`config.mk`:
```
export PLATFORM = sky130hd
export DESIGN_NAME = dsf_framer
export DESIGN_NICKNAME = d
export VERILOG_FILES = /design/src/core/dsf_framer.v
export VERILOG_INCLUDE_DIRS = /design/src /design/src/shared
export SDC_FILE = /design/constraint.sdc
export NUM_CORES = 1
export LEC_CHECK = 0
export BUFFER_PORTS_ARGS = -buffer_cell sky130_fd_sc_hd__buf_2
export CAP_MARGIN = 30
export CELL_PAD_IN_SITES_DETAIL_PLACEMENT = 0
export CELL_PAD_IN_SITES_GLOBAL_PLACEMENT = 1
export CORE_ASPECT_RATIO = 0.8
export CORE_MARGIN = 2
export CORE_UTILIZATION = 35
export CTS_CLUSTER_DIAMETER = 100
export CTS_CLUSTER_SIZE = 10
export DETAILED_ROUTE_END_ITERATION = 10
export GPL_TIMING_DRIVEN = 0
export MAX_ROUTING_LAYER = met4
export PLACE_DENSITY = 0.69
export REMOVE_ABC_BUFFERS = 1
export SYNTH_ARGS = -nofsm -noshare
export SYNTH_HDL_FRONTEND = slang
export SYNTH_SLANG_ARGS = --single-unit
```
`constraint.sdc`:
```
create_clock -name clk_sys -period 3.8 [get_ports clk_sys]
set_input_delay 0.19 -clock clk_sys [delete_from_list [all_inputs] [get_ports clk_sys]]
set_output_delay 0.19 -clock clk_sys [all_outputs]
set_load 0.02 [all_outputs]
```
`src/shared/dsf_map.vh`:
```
// constants of the diskette sector framer
`ifndef DSF_MAP_VH
`define DSF_MAP_VH
// ----------------------------------------
// geometry
// ----------------------------------------
`define DSF_LAST_TRK 7'd76
`define DSF_SECTORS 5'd26
`define DSF_FIRST_SEC 5'd1
`define DSF_INDEX_TRK 7'd0
`define DSF_REC_LEN 8'd128
`define DSF_GAP_LEN 8'd17
`define DSF_ID_LEN 8'd2
`define DSF_CRC_LEN 8'd2
`define DSF_DM_WAIT 8'd21
// ----------------------------------------
// byte and mark patterns
// ----------------------------------------
`define DSF_IDM_DATA 8'hFE
`define DSF_DM_DATA 8'hFB
`define DSF_MARK_CLK 8'hC7
`define DSF_NORM_CLK 8'hFF
`define DSF_GAP_BYTE 8'hFF
`define DSF_FILL_BYTE 8'h00
// ----------------------------------------
// check characters
// ----------------------------------------
`define DSF_CRC_POLY 16'h1021
`define DSF_CRC_INIT 16'hFFFF
`define DSF_CRC_GOOD 16'h0000
// ----------------------------------------
// timing
// ----------------------------------------
`define DSF_CLK_NS 20
`define DSF_CELL_NS 2000
`define DSF_CELL_CYC ((`DSF_CELL_NS + `DSF_CLK_NS - 1) / `DSF_CLK_NS)
`define DSF_BIT_LAST 4'hF
// cycles to wait after a move before seek ready is believed
`define DSF_SEEK_HOLD 8'd3
// ----------------------------------------
// write buffer
// ----------------------------------------
`define DSF_FIFO_W 9
`define DSF_FIFO_D 4
`define DSF_FIFO_AW 2
`endif

```
`src/core/dsf_framer.v`:
```
// diskette sector framer: fm cell stream to and from the drive, write buffer
`timescale 1ns/10ps
`default_nettype none
`include "dsf_map.vh"
// Operation
// - tracks 00 to 76, outermost is 00
// - 26 sectors per track, numbered 01-26
// - id field precedes data field per sector
// - id holds track, sector; mark before
// - bytes after id mark form id field
// - id field closed by two crc bytes
// - data field is exactly 128 bytes
// - 17-byte gap then data mark precede data
// - data mark means the record is good
// - data field closed by two crc bytes
// - short record padded to full length
// - pad bytes are all zero
// - find sectors by id, any interleave
// - format writes all 2002 sectors, dummy data; track 00 takes buffered data
// - track 00 is index, files from 01
// ----------------------------------------
// write buffer fifo
// ----------------------------------------
module dsf_fifo #(
	parameter W = 9,
	parameter D = 4,
	parameter AW = 2
) (
	input wire clk_sys,
	input wire srst,
	input wire [W-1:0] in_data,
	input wire in_valid,
	output reg in_ready,
	output wire [W-1:0] out_data,
	output wire out_valid,
	input wire out_ready
);
	localparam [AW:0] FULL = D[AW:0]; // entry count when full
	reg [W-1:0] mem [0:D-1]; // storage
	reg [AW-1:0] wp; // write pointer
	reg [AW-1:0] rp; // read pointer
	reg [AW:0] cnt; // entries held
	wire push = in_valid && in_ready;
	wire pop = out_valid && out_ready;
	wire [AW:0] next_cnt = cnt + {{AW{1'b0}}, push} - {{AW{1'b0}}, pop};
	assign out_valid = (cnt != {(AW+1){1'b0}});
	assign out_data = mem[rp];
	// storage write, no reset needed
	always @(posedge clk_sys) begin
		if (push) begin
			mem[wp] <= in_data;
		end
	end
	// pointers, count and registered ready
	always @(posedge clk_sys) begin
		if (srst) begin
			wp <= {AW{1'b0}};
			rp <= {AW{1'b0}};
			cnt <= {(AW+1){1'b0}};
			in_ready <= 1'b1;
		end else begin
			if (push) begin
				wp <= wp + 1'b1;
			end
			if (pop) begin
				rp <= rp + 1'b1;
			end
			cnt <= next_cnt;
			in_ready <= (next_cnt != FULL);
		end
	end
endmodule
// ----------------------------------------
// framer top
// ----------------------------------------
module dsf_framer (
	input wire clk_sys,
	input wire srst,
	input wire cmd_read,
	input wire cmd_write,
	input wire cmd_format,
	input wire cmd_abort,
	input wire [6:0] cmd_trk,
	input wire [4:0] cmd_sec,
	input wire [7:0] in_data,
	input wire in_last,
	input wire in_valid,
	output wire in_ready,
	output reg [7:0] rd_data,
	output reg rd_valid,
	output reg busy,
	output reg done,
	output reg rec_good,
	output reg cmd_err,
	output reg id_crc_err,
	output reg data_crc_err,
	output reg underrun,
	output reg [6:0] seek_trk,
	input wire seek_ready,
	input wire rd_cell,
	output reg wr_cell,
	output reg wr_gate
);
	// one-hot states
	localparam [12:0] S_IDLE = 13'h0001;
	localparam [12:0] S_SEEK = 13'h0002;
	localparam [12:0] S_GAP1 = 13'h0004;
	localparam [12:0] S_IDM = 13'h0008;
	localparam [12:0] S_ID = 13'h0010;
	localparam [12:0] S_IDC = 13'h0020;
	localparam [12:0] S_GAP2 = 13'h0040;
	localparam [12:0] S_DM = 13'h0080;
	localparam [12:0] S_DAT = 13'h0100;
	localparam [12:0] S_DC = 13'h0200;
	localparam [12:0] R_HUNT = 13'h0400;
	localparam [12:0] R_ID = 13'h0800;
	localparam [12:0] R_DAT = 13'h1000;
	localparam integer CELL_CYC = `DSF_CELL_CYC; // cycles per fm half cell
	localparam [6:0] CELL_TOP = CELL_CYC[6:0] - 7'd1; // last divider count
	// ----------------------------------------
	// helpers
	// ----------------------------------------
	// interleave clock and data bits, clock first, msb first
	function [15:0] fm_enc;
		input [7:0] c;
		input [7:0] d;
		integer i;
		begin
			fm_enc = 16'h0000;
			for (i = 0; i < 8; i = i + 1) begin
				fm_enc[2*i+1] = c[i];
				fm_enc[2*i] = d[i];
			end
		end
	endfunction
	// pick data bits out of sixteen cells
	function [7:0] fm_dat;
		input [15:0] s;
		integer i;
		begin
			fm_dat = 8'h00;
			for (i = 0; i < 8; i = i + 1) begin
				fm_dat[i] = s[2*i];
			end
		end
	endfunction
	// crc over one byte, msb first
	function [15:0] crc_upd;
		input [15:0] c;
		input [7:0] b;
		integer i;
		reg fb;
		begin
			crc_upd = c;
			for (i = 7; i >= 0; i = i - 1) begin
				fb = crc_upd[15] ^ b[i];
				crc_upd = {crc_upd[14:0], 1'b0} ^ (fb ? `DSF_CRC_POLY : 16'h0000);
			end
		end
	endfunction
	// ----------------------------------------
	// state and datapath registers
	// ----------------------------------------
	reg [13:0] st; // one-hot state, top bit is data mark hunt
	reg [7:0] idx; // byte index within current field
	reg [15:0] crc; // running check value
	reg [15:0] sh; // outgoing cells
	reg [15:0] rx_sh; // incoming cells
	reg [3:0] bcnt; // cell count within a byte
	reg [6:0] div; // cell rate divider
	reg cell_en; // one pulse per half cell
	reg rd_s1; // read cell sync stage one
	reg rd_s2; // read cell sync stage two
	reg sk_s1; // seek ready sync stage one
	reg sk_s2; // seek ready sync stage two
	reg op_rd; // current command reads
	reg op_fmt; // current command formats
	reg pad; // rest of data field is fill
	reg [6:0] cur_trk; // track being handled
	reg [4:0] cur_sec; // sector being handled
	reg [7:0] cap_trk; // track read from id field
	reg [7:0] cap_sec; // sector read from id field
	// data mark hunt uses a fourteenth state bit
	wire hunt_dm = st[13];
	wire wr_st = |st[9:2];
	wire [12:0] st13 = st[12:0];
	// ----------------------------------------
	// write byte sequencer
	// ----------------------------------------
	reg [12:0] nst; // next write state
	reg [7:0] nidx; // next field index
	reg [7:0] ld_byte; // byte to send
	reg [7:0] ld_clk; // clock pattern to send
	reg [15:0] ncrc; // check value after loading
	reg end_sec; // last byte of sector done
	wire [8:0] f_data;
	wire f_valid;
	wire dummy = op_fmt && (cur_trk != `DSF_INDEX_TRK);
	wire fill_now = pad || dummy || !f_valid;
	wire byte_go = cell_en && wr_st && (bcnt == `DSF_BIT_LAST);
	// ready is trusted only once the synchroniser holds a sample taken after the move
	wire seek_ok = (st13 == S_SEEK) && sk_s2 && (idx == `DSF_SEEK_HOLD);
	wire start_wr = seek_ok && !op_rd;
	wire load = byte_go || start_wr;
	wire f_pop = load && (nst == S_DAT) && !fill_now;
	// next field and byte for the write stream
	always @* begin
		nst = st13;
		nidx = idx + 8'd1;
		ld_byte = `DSF_GAP_BYTE;
		ld_clk = `DSF_NORM_CLK;
		ncrc = crc;
		end_sec = 1'b0;
		case (st13)
			S_SEEK: begin
				nst = S_GAP1;
				nidx = 8'd0;
			end
			S_GAP1: if (idx == `DSF_GAP_LEN - 8'd1) begin
				nst = S_IDM;
				nidx = 8'd0;
			end
			S_IDM: begin
				nst = S_ID;
				nidx = 8'd0;
			end
			S_ID: if (idx == `DSF_ID_LEN - 8'd1) begin
				nst = S_IDC;
				nidx = 8'd0;
			end
			S_IDC: if (idx == `DSF_CRC_LEN - 8'd1) begin
				nst = S_GAP2;
				nidx = 8'd0;
			end
			S_GAP2: if (idx == `DSF_GAP_LEN - 8'd1) begin
				nst = S_DM;
				nidx = 8'd0;
			end
			S_DM: begin
				nst = S_DAT;
				nidx = 8'd0;
			end
			S_DAT: if (idx == `DSF_REC_LEN - 8'd1) begin
				nst = S_DC;
				nidx = 8'd0;
			end
			S_DC: if (idx == `DSF_CRC_LEN - 8'd1) begin
				end_sec = 1'b1;
				nidx = 8'd0;
				if (op_fmt && cur_sec != `DSF_SECTORS) begin
					nst = S_GAP1;
				end else if (op_fmt && cur_trk != `DSF_LAST_TRK) begin
					nst = S_SEEK;
				end else begin
					nst = S_IDLE;
				end
			end
			default: ;
		endcase
		case (nst)
			S_IDM: begin
				ld_clk = `DSF_MARK_CLK;
				ld_byte = `DSF_IDM_DATA;
				ncrc = crc_upd(`DSF_CRC_INIT, `DSF_IDM_DATA);
			end
			S_ID: begin
				ld_byte = (nidx == 8'd0) ? {1'b0, cur_trk} : {3'b000, cur_sec};
				ncrc = crc_upd(crc, ld_byte);
			end
			S_IDC, S_DC: begin
				ld_byte = (nidx == 8'd0) ? crc[15:8] : crc[7:0];
			end
			S_DM: begin
				ld_clk = `DSF_MARK_CLK;
				ld_byte = `DSF_DM_DATA;
				ncrc = crc_upd(`DSF_CRC_INIT, `DSF_DM_DATA);
			end
			S_DAT: begin
				ld_byte = fill_now ? `DSF_FILL_BYTE : f_data[7:0];
				ncrc = crc_upd(crc, ld_byte);
			end
			default: ;
		endcase
	end
	// ----------------------------------------
	// read side
	// ----------------------------------------
	wire [15:0] rx_nx = {rx_sh[14:0], rd_s2};
	wire [7:0] rx_byte = fm_dat(rx_nx);
	wire [15:0] rcrc = crc_upd(crc, rx_byte);
	wire [15:0] idm_pat = fm_enc(`DSF_MARK_CLK, `DSF_IDM_DATA);
	wire [15:0] dm_pat = fm_enc(`DSF_MARK_CLK, `DSF_DM_DATA);
	wire rx_byte_in = cell_en && (bcnt == `DSF_BIT_LAST);
	wire bad_addr = (cmd_trk > `DSF_LAST_TRK) || (cmd_sec < `DSF_FIRST_SEC) || (cmd_sec > `DSF_SECTORS);
	// ----------------------------------------
	// main sequencer
	// ----------------------------------------
	always @(posedge clk_sys) begin
		if (srst) begin
			st <= {1'b0, S_IDLE};
			idx <= 8'd0;
			crc <= `DSF_CRC_INIT;
			sh <= 16'h0000;
			rx_sh <= 16'h0000;
			bcnt <= 4'h0;
			div <= 7'd0;
			cell_en <= 1'b0;
			{rd_s1, rd_s2, sk_s1, sk_s2} <= 4'h0;
			{op_rd, op_fmt, pad} <= 3'b000;
			cur_trk <= 7'd0;
			cur_sec <= 5'd1;
			cap_trk <= 8'h00;
			cap_sec <= 8'h00;
			rd_data <= 8'h00;
			{rd_valid, busy, done, rec_good, cmd_err} <= 5'h00;
			{id_crc_err, data_crc_err, underrun} <= 3'b000;
			seek_trk <= 7'd0;
			wr_cell <= 1'b0;
			wr_gate <= 1'b0;
		end else begin
			// pin synchronisers
			rd_s1 <= rd_cell;
			rd_s2 <= rd_s1;
			sk_s1 <= seek_ready;
			sk_s2 <= sk_s1;
			// half cell divider
			cell_en <= (div == CELL_TOP);
			div <= (div == CELL_TOP) ? 7'd0 : div + 7'd1;
			done <= 1'b0;
			rd_valid <= 1'b0;
			busy <= (st13 != S_IDLE) || hunt_dm;
			// cell shifting for both directions
			if (cell_en) begin
				bcnt <= bcnt + 4'h1;
				rx_sh <= rx_nx;
				wr_gate <= wr_st;
				if (wr_st) begin
					wr_cell <= sh[15];
					sh <= {sh[14:0], 1'b0};
				end else begin
					wr_cell <= 1'b0;
				end
			end
			// write stream byte loading
			if (load) begin
				st <= {1'b0, nst};
				idx <= nidx;
				crc <= ncrc;
				sh <= fm_enc(ld_clk, ld_byte);
				bcnt <= 4'h0;
				if (nst == S_DM) begin
					pad <= 1'b0;
				end
				if (f_pop && f_data[8]) begin
					pad <= 1'b1;
				end
				if (nst == S_DAT && !pad && !dummy && !f_valid) begin
					underrun <= 1'b1;
				end
				if (end_sec && op_fmt) begin
					if (cur_sec != `DSF_SECTORS) begin
						cur_sec <= cur_sec + 5'd1;
					end else begin
						cur_sec <= `DSF_FIRST_SEC;
						cur_trk <= cur_trk + 7'd1;
						seek_trk <= cur_trk + 7'd1;
					end
				end
				if (nst == S_IDLE) begin
					done <= 1'b1;
				end
			end
			// command start
			if (st13 == S_IDLE && !hunt_dm && (cmd_read || cmd_write || cmd_format)) begin
				{rec_good, cmd_err, id_crc_err, data_crc_err, underrun} <= 5'h00;
				pad <= 1'b0;
				idx <= 8'd0;
				op_rd <= cmd_read && !cmd_format;
				op_fmt <= cmd_format;
				if (cmd_format) begin
					cur_trk <= `DSF_INDEX_TRK;
					cur_sec <= `DSF_FIRST_SEC;
					seek_trk <= `DSF_INDEX_TRK;
					st <= {1'b0, S_SEEK};
				end else if (bad_addr) begin
					cmd_err <= 1'b1;
					done <= 1'b1;
				end else begin
					cur_trk <= cmd_trk;
					cur_sec <= cmd_sec;
					seek_trk <= cmd_trk;
					st <= {1'b0, S_SEEK};
				end
			end
			// count out the synchroniser delay after a move
			if (st13 == S_SEEK && idx != `DSF_SEEK_HOLD) begin
				idx <= idx + 8'd1;
			end
			// head in place for a read
			if (seek_ok && op_rd) begin
				st <= {1'b0, R_HUNT};
			end
			// hunt for an id mark, then collect the id field
			if (cell_en && st13 == R_HUNT && rx_nx == idm_pat) begin
				st <= {1'b0, R_ID};
				idx <= 8'd0;
				bcnt <= 4'h0;
				crc <= crc_upd(`DSF_CRC_INIT, `DSF_IDM_DATA);
			end
			if (rx_byte_in && st13 == R_ID) begin
				crc <= rcrc;
				idx <= idx + 8'd1;
				if (idx == 8'd0) begin
					cap_trk <= rx_byte;
				end
				if (idx == 8'd1) begin
					cap_sec <= rx_byte;
				end
				if (idx == `DSF_ID_LEN + `DSF_CRC_LEN - 8'd1) begin
					idx <= 8'd0;
					if (rcrc != `DSF_CRC_GOOD) begin
						id_crc_err <= 1'b1;
						st <= {1'b0, R_HUNT};
					end else if (cap_trk == {1'b0, cur_trk} && cap_sec == {3'b000, cur_sec}) begin
						st <= 14'h2000;
					end else begin
						st <= {1'b0, R_HUNT};
					end
				end
			end
			// wait for the data mark over the gap
			if (cell_en && hunt_dm) begin
				if (rx_nx == dm_pat) begin
					st <= {1'b0, R_DAT};
					idx <= 8'd0;
					bcnt <= 4'h0;
					crc <= crc_upd(`DSF_CRC_INIT, `DSF_DM_DATA);
				end else if (bcnt == `DSF_BIT_LAST) begin
					idx <= idx + 8'd1;
					if (idx == `DSF_DM_WAIT) begin
						st <= {1'b0, R_HUNT};
					end
				end
			end
			// data field bytes and check
			if (rx_byte_in && st13 == R_DAT) begin
				crc <= rcrc;
				idx <= idx + 8'd1;
				if (idx < `DSF_REC_LEN) begin
					rd_data <= rx_byte;
					rd_valid <= 1'b1;
				end
				if (idx == `DSF_REC_LEN + `DSF_CRC_LEN - 8'd1) begin
					if (rcrc == `DSF_CRC_GOOD) begin
						rec_good <= 1'b1;
					end else begin
						data_crc_err <= 1'b1;
					end
					done <= 1'b1;
					st <= {1'b0, S_IDLE};
				end
			end
			// abort wins over every state change and over the write gate
			if (cmd_abort) begin
				st <= {1'b0, S_IDLE};
				wr_gate <= 1'b0;
			end
		end
	end
	// ----------------------------------------
	// write buffer
	// ----------------------------------------
	dsf_fifo #(
		.W(`DSF_FIFO_W),
		.D(`DSF_FIFO_D),
		.AW(`DSF_FIFO_AW)
	) u_fifo (
		.clk_sys(clk_sys),
		.srst(srst),
		.in_data({in_last, in_data}),
		.in_valid(in_valid),
		.in_ready(in_ready),
		.out_data(f_data),
		.out_valid(f_valid),
		.out_ready(f_pop)
	);
endmodule
`default_nettype wire

```
==> flow_summary_export.csv <==
group,metric,value,unit
status,outcome,"complete, no violations",
synth,synth-main-ff-cell,"sky130_fd_sc_hd__dfxtp_1",
timing,max_freq,0.269,GHz
synth,syn-cell-area,10700,um2
die,start_util,35.4,%
power_and_ir_drop,cellPowerDensity,373,nW/um2
routing,detail_route.vias_per_cell,5.55,
routing,drt_pre_antenna_iters,5,
die,top_level_ports,56,
placement,port-buffer-count,55,
routing,antenna_left,0,
timing,min_period,3720,ps
grt,vias_in_the_first_global_route,9020,
layout,synthesis_to_finish_area_growth,17.3,%
grt,track_usage,21.6,%
power_and_ir_drop,max-vdd-ir-drop,0.270,mV
routing,routed_wire_length_per_instance,19.4,um
placement,place.gp.congestion,0.912,
die,floorplan.die.width,200,um
grt,grt_start_max_net_pins,60,
critical_path,slowest_stage,"sky130_fd_sc_hd__or4_1",
clock_tree,path_clk_slew,80,ps
synth,seq_area_frac_synth,38.3,%
synth,postSynthAreaPerCell,8.63,um2
synth,synth_enable_flop_cells,36,
timing,setup_viol,0,
critical_path,critical-path-top-delay-family,"simple AND/OR/NAND/NOR gates",
critical_path,timing_worst_setup_path_type,"reg -> reg",
die,floorplan.die_area,32100,um2
routing,drtIter0Drc,889,
clock_tree,cts-buffers-inserted,17,
critical_path,worstSetupStartpointType,"flip-flop",
die,fp.coreArea,30200,um2
timing,max_slew_margin,39.8,%
critical_path,worstPathCellList,"nor4_4 > nand3_1 > or4_1 > o2111a_2 > o211ai_4 > buf_12 > mux2i_1 > xnor2_2 > xnor3_1 > a211oi_1 > o21bai_1",
die,std_cell_rows,57,
layout,layout.nets,1339,
clock_tree,clockRootBuffer,"sky130_fd_sc_hd__clkbuf_16",
min_path,worst_min_path_class,"in -> reg",
timing,rsz0062_at_grt,"yes",
timing,worst_slew_pin_slew,894,ps
synth,synth_cell_type_count,92,
clock_tree,worstSkewPairLatency,450,ps
clock_tree,clock_path_buffers,2,
timing,post-route-period-util,97.8,%
critical_path,worstPathBufferInverterCount,1,
synth,postSynthRegisterBits,187,
synth,synth.yosys.warnings,0,
routing,routed-via-count,9552,
critical_path,worst-endpoint-arrival,4060,ps
critical_path,critPathMaxStageDelay,570,ps
clock_tree,cts_tree,"built",
grt,grt-ovfl-total,0,
timing,final_hold_viol_count,0,
clock_tree,cts_htree_levels,4,
critical_path,worstPathRequired,4140,ps
critical_path,worstSetupEndpointType,"flip-flop",
power_and_ir_drop,cellLeakagePower,0.00459,uW
flow_run,max_cap_viol_count,0,
layout,post_route_cells_drive_above_1_share,18.3,%
placement,dp_slack,-1320,ps
timing,timing.clock.skew,20.1,ps
routing,totalWireLength,33300,um
grt,antenna_found_initial,1,
timing,tns,0,ps
grt,global_route_wire_length_before_repair,52100,um
placement,dp_hpwl,23800,um
synth,postSynth.asyncResetShare,0,%
critical_path,critical_path.max_fanout,12,
routing,route.detailed.drc,0,
synth,synthesis.instances,1242,
timing,drv_slew,0,
die,dieHeight,161,um
timing,final_critical_path_setup_slack,83.9,ps
clock_tree,clock_sink_count,187,
power breakdown:
part	total, uW	internal, uW	switching, uW
clock	1940	1010	923
sequential	2160	2090	72.9
combinational	585	243	342
through the flow:
| step | area (um2) | total power (uW) | std cells | hold WS (ps) | utilization, % |
|---|---|---|---|---|---|
| global route | 12600 | 4860 | 1720 | 44.3 | 41.6 |
| CTS | 12200 | 4700 | 1688 | 19.2 | 40.4 |
| global placement | 11100 | 2730 | 1624 | 406 | 36.8 |
| finish | 12600 | 4680 | 1720 | 26.7 | 41.6 |
| floorplan | 10300 | 2550 | 1156 | 259 | - |
| detailed placement | 11200 | 2740 | 1632 | 406 | 37.1 |
routing by layer:
metal / wire, um / track usage [%] / up-vias
li1: - / - / 4583
met1: 16300 / 31.7 / 4669
met2: 14400 / 30.4 / 267
met3: 2010 / 3.97 / 33
met4: 623 / 5.32 / 0
met5: 0 / - / -
cell usage after synthesis (all sizes together), types with 5 or more instances:
cell type,number,area share [%]
a211oi,9,0.63
o221ai,9,0.74
or2,14,0.82
nor3b,6,0.42
nor2,131,4.6
or3,14,0.82
nand2,131,4.6
and2,9,0.53
o21ai,39,1.9
o21bai,5,0.35
o211ai,9,0.76
xnor2,56,4.6
nand4b,6,0.49
and4,5,0.41
ha,15,1.8
mux4,9,1.9
clkbuf,56,2.0
nand4,22,1.3
mux2i,35,3.3
buf,30,1.7
nor4,22,1.8
and3,18,1.1
nor4b,7,0.69
nand3,37,1.8
a22oi,11,0.77
dfxtp,151,28
edfxtp,36,10
nor3,31,1.8
o2bb2ai,5,0.41
o31ai,13,1.0
o22ai,12,0.76
inv,30,1.1
xor2,43,3.5
nor2b,17,0.99
a21oi,110,5.1
a31oi,13,0.82
or4,6,0.46
nand2b,9,0.53
repair_timing:
action,CTS,global route
cloned,0,0
hold buffers,13,0
buffers inserted,11,30
endpoints found under the setup margin,65,52
pin swaps,8,16
resized for setup,35,42
endpoints found under the hold margin,40,0
cell type report:
| class | instances | area (um2) |
|---|---|---|
| Inverter | 30 | 113 |
| Fill cell | 3111 | 17700 |
| Sequential cell | 187 | 4150 |
| Multi-Input combinational cell | 939 | 6330 |
| Clock inverter | 15 | 205 |
| Timing Repair Buffer | 118 | 828 |
| Tap cell | 413 | 517 |
| Clock buffer | 17 | 425 |
| Antenna cell | 1 | 2.50 |
worst paths after layout:
kind | startpoint | end | slack, ps | cells past startpoint
min reg2reg | rd_s1$_SDFF_PP0_ | rd_s2$_SDFF_PP0_ | 440 | 1
max | st[7]$_SDFF_PP0_ | crc[12]$_SDFF_PP1_ | 80 | 11
max reg2reg | st[7]$_SDFF_PP0_ | crc[12]$_SDFF_PP1_ | 80 | 11
min | cmd_sec[0] | cur_sec[0]$_SDFF_PP1_ | 30 | 3
placed cells by master, fill, tap and decap left out, drive strengths merged, types with 14 or more instances in the layout:
cell type,Yosys,final
a21oi,110,110
and3,18,18
buf,30,105
clkbuf,56,17
dfxtp,151,151
edfxtp,36,36
ha,15,15
inv,30,36
mux2i,35,35
nand2,131,131
nand3,37,37
nand4,22,22
nor2,131,131
nor2b,17,17
nor3,31,31
nor4,22,22
o21ai,39,39
or2,14,14
or3,14,14
xnor2,56,56
xor2,43,43
worst register-to-register path, delay by kind of cell, from the launching register on:
family	cells	cell delay, ps
AOI/OAI and AO/OA	4	780
xor gates and xnor gates	2	600
buffers and inverters	1	150
DFF	1	400
muxes	1	480
and+or+nand+nor	3	1210
state kept, by name (all words and copies together) (netlist names), 2 cells and up, named ones only:
signal	count
div	7
st	14
u_fifo.cnt	3
sh	16
cur_sec	5
rd_data	8
cap_sec	8
u_fifo.mem	36
rx_sh	15
cur_trk	7
seek_trk	7
crc	16
cap_trk	8
u_fifo.wp	2
bcnt	4
idx	8
u_fifo.rp	2
cell families after synthesis:
family	count (synthesis)	synth area share (%)
adders and majority gates	16	1.94
AOI/OAI and AO/OA	284	17.4
xor gates and xnor gates	102	8.79
and+or+nand+nor	493	23.7
DFF	187	38.3
muxes	44	5.19
buffers and inverters	116	4.68
Note: power is estimated with default switching activity, not from simulation.
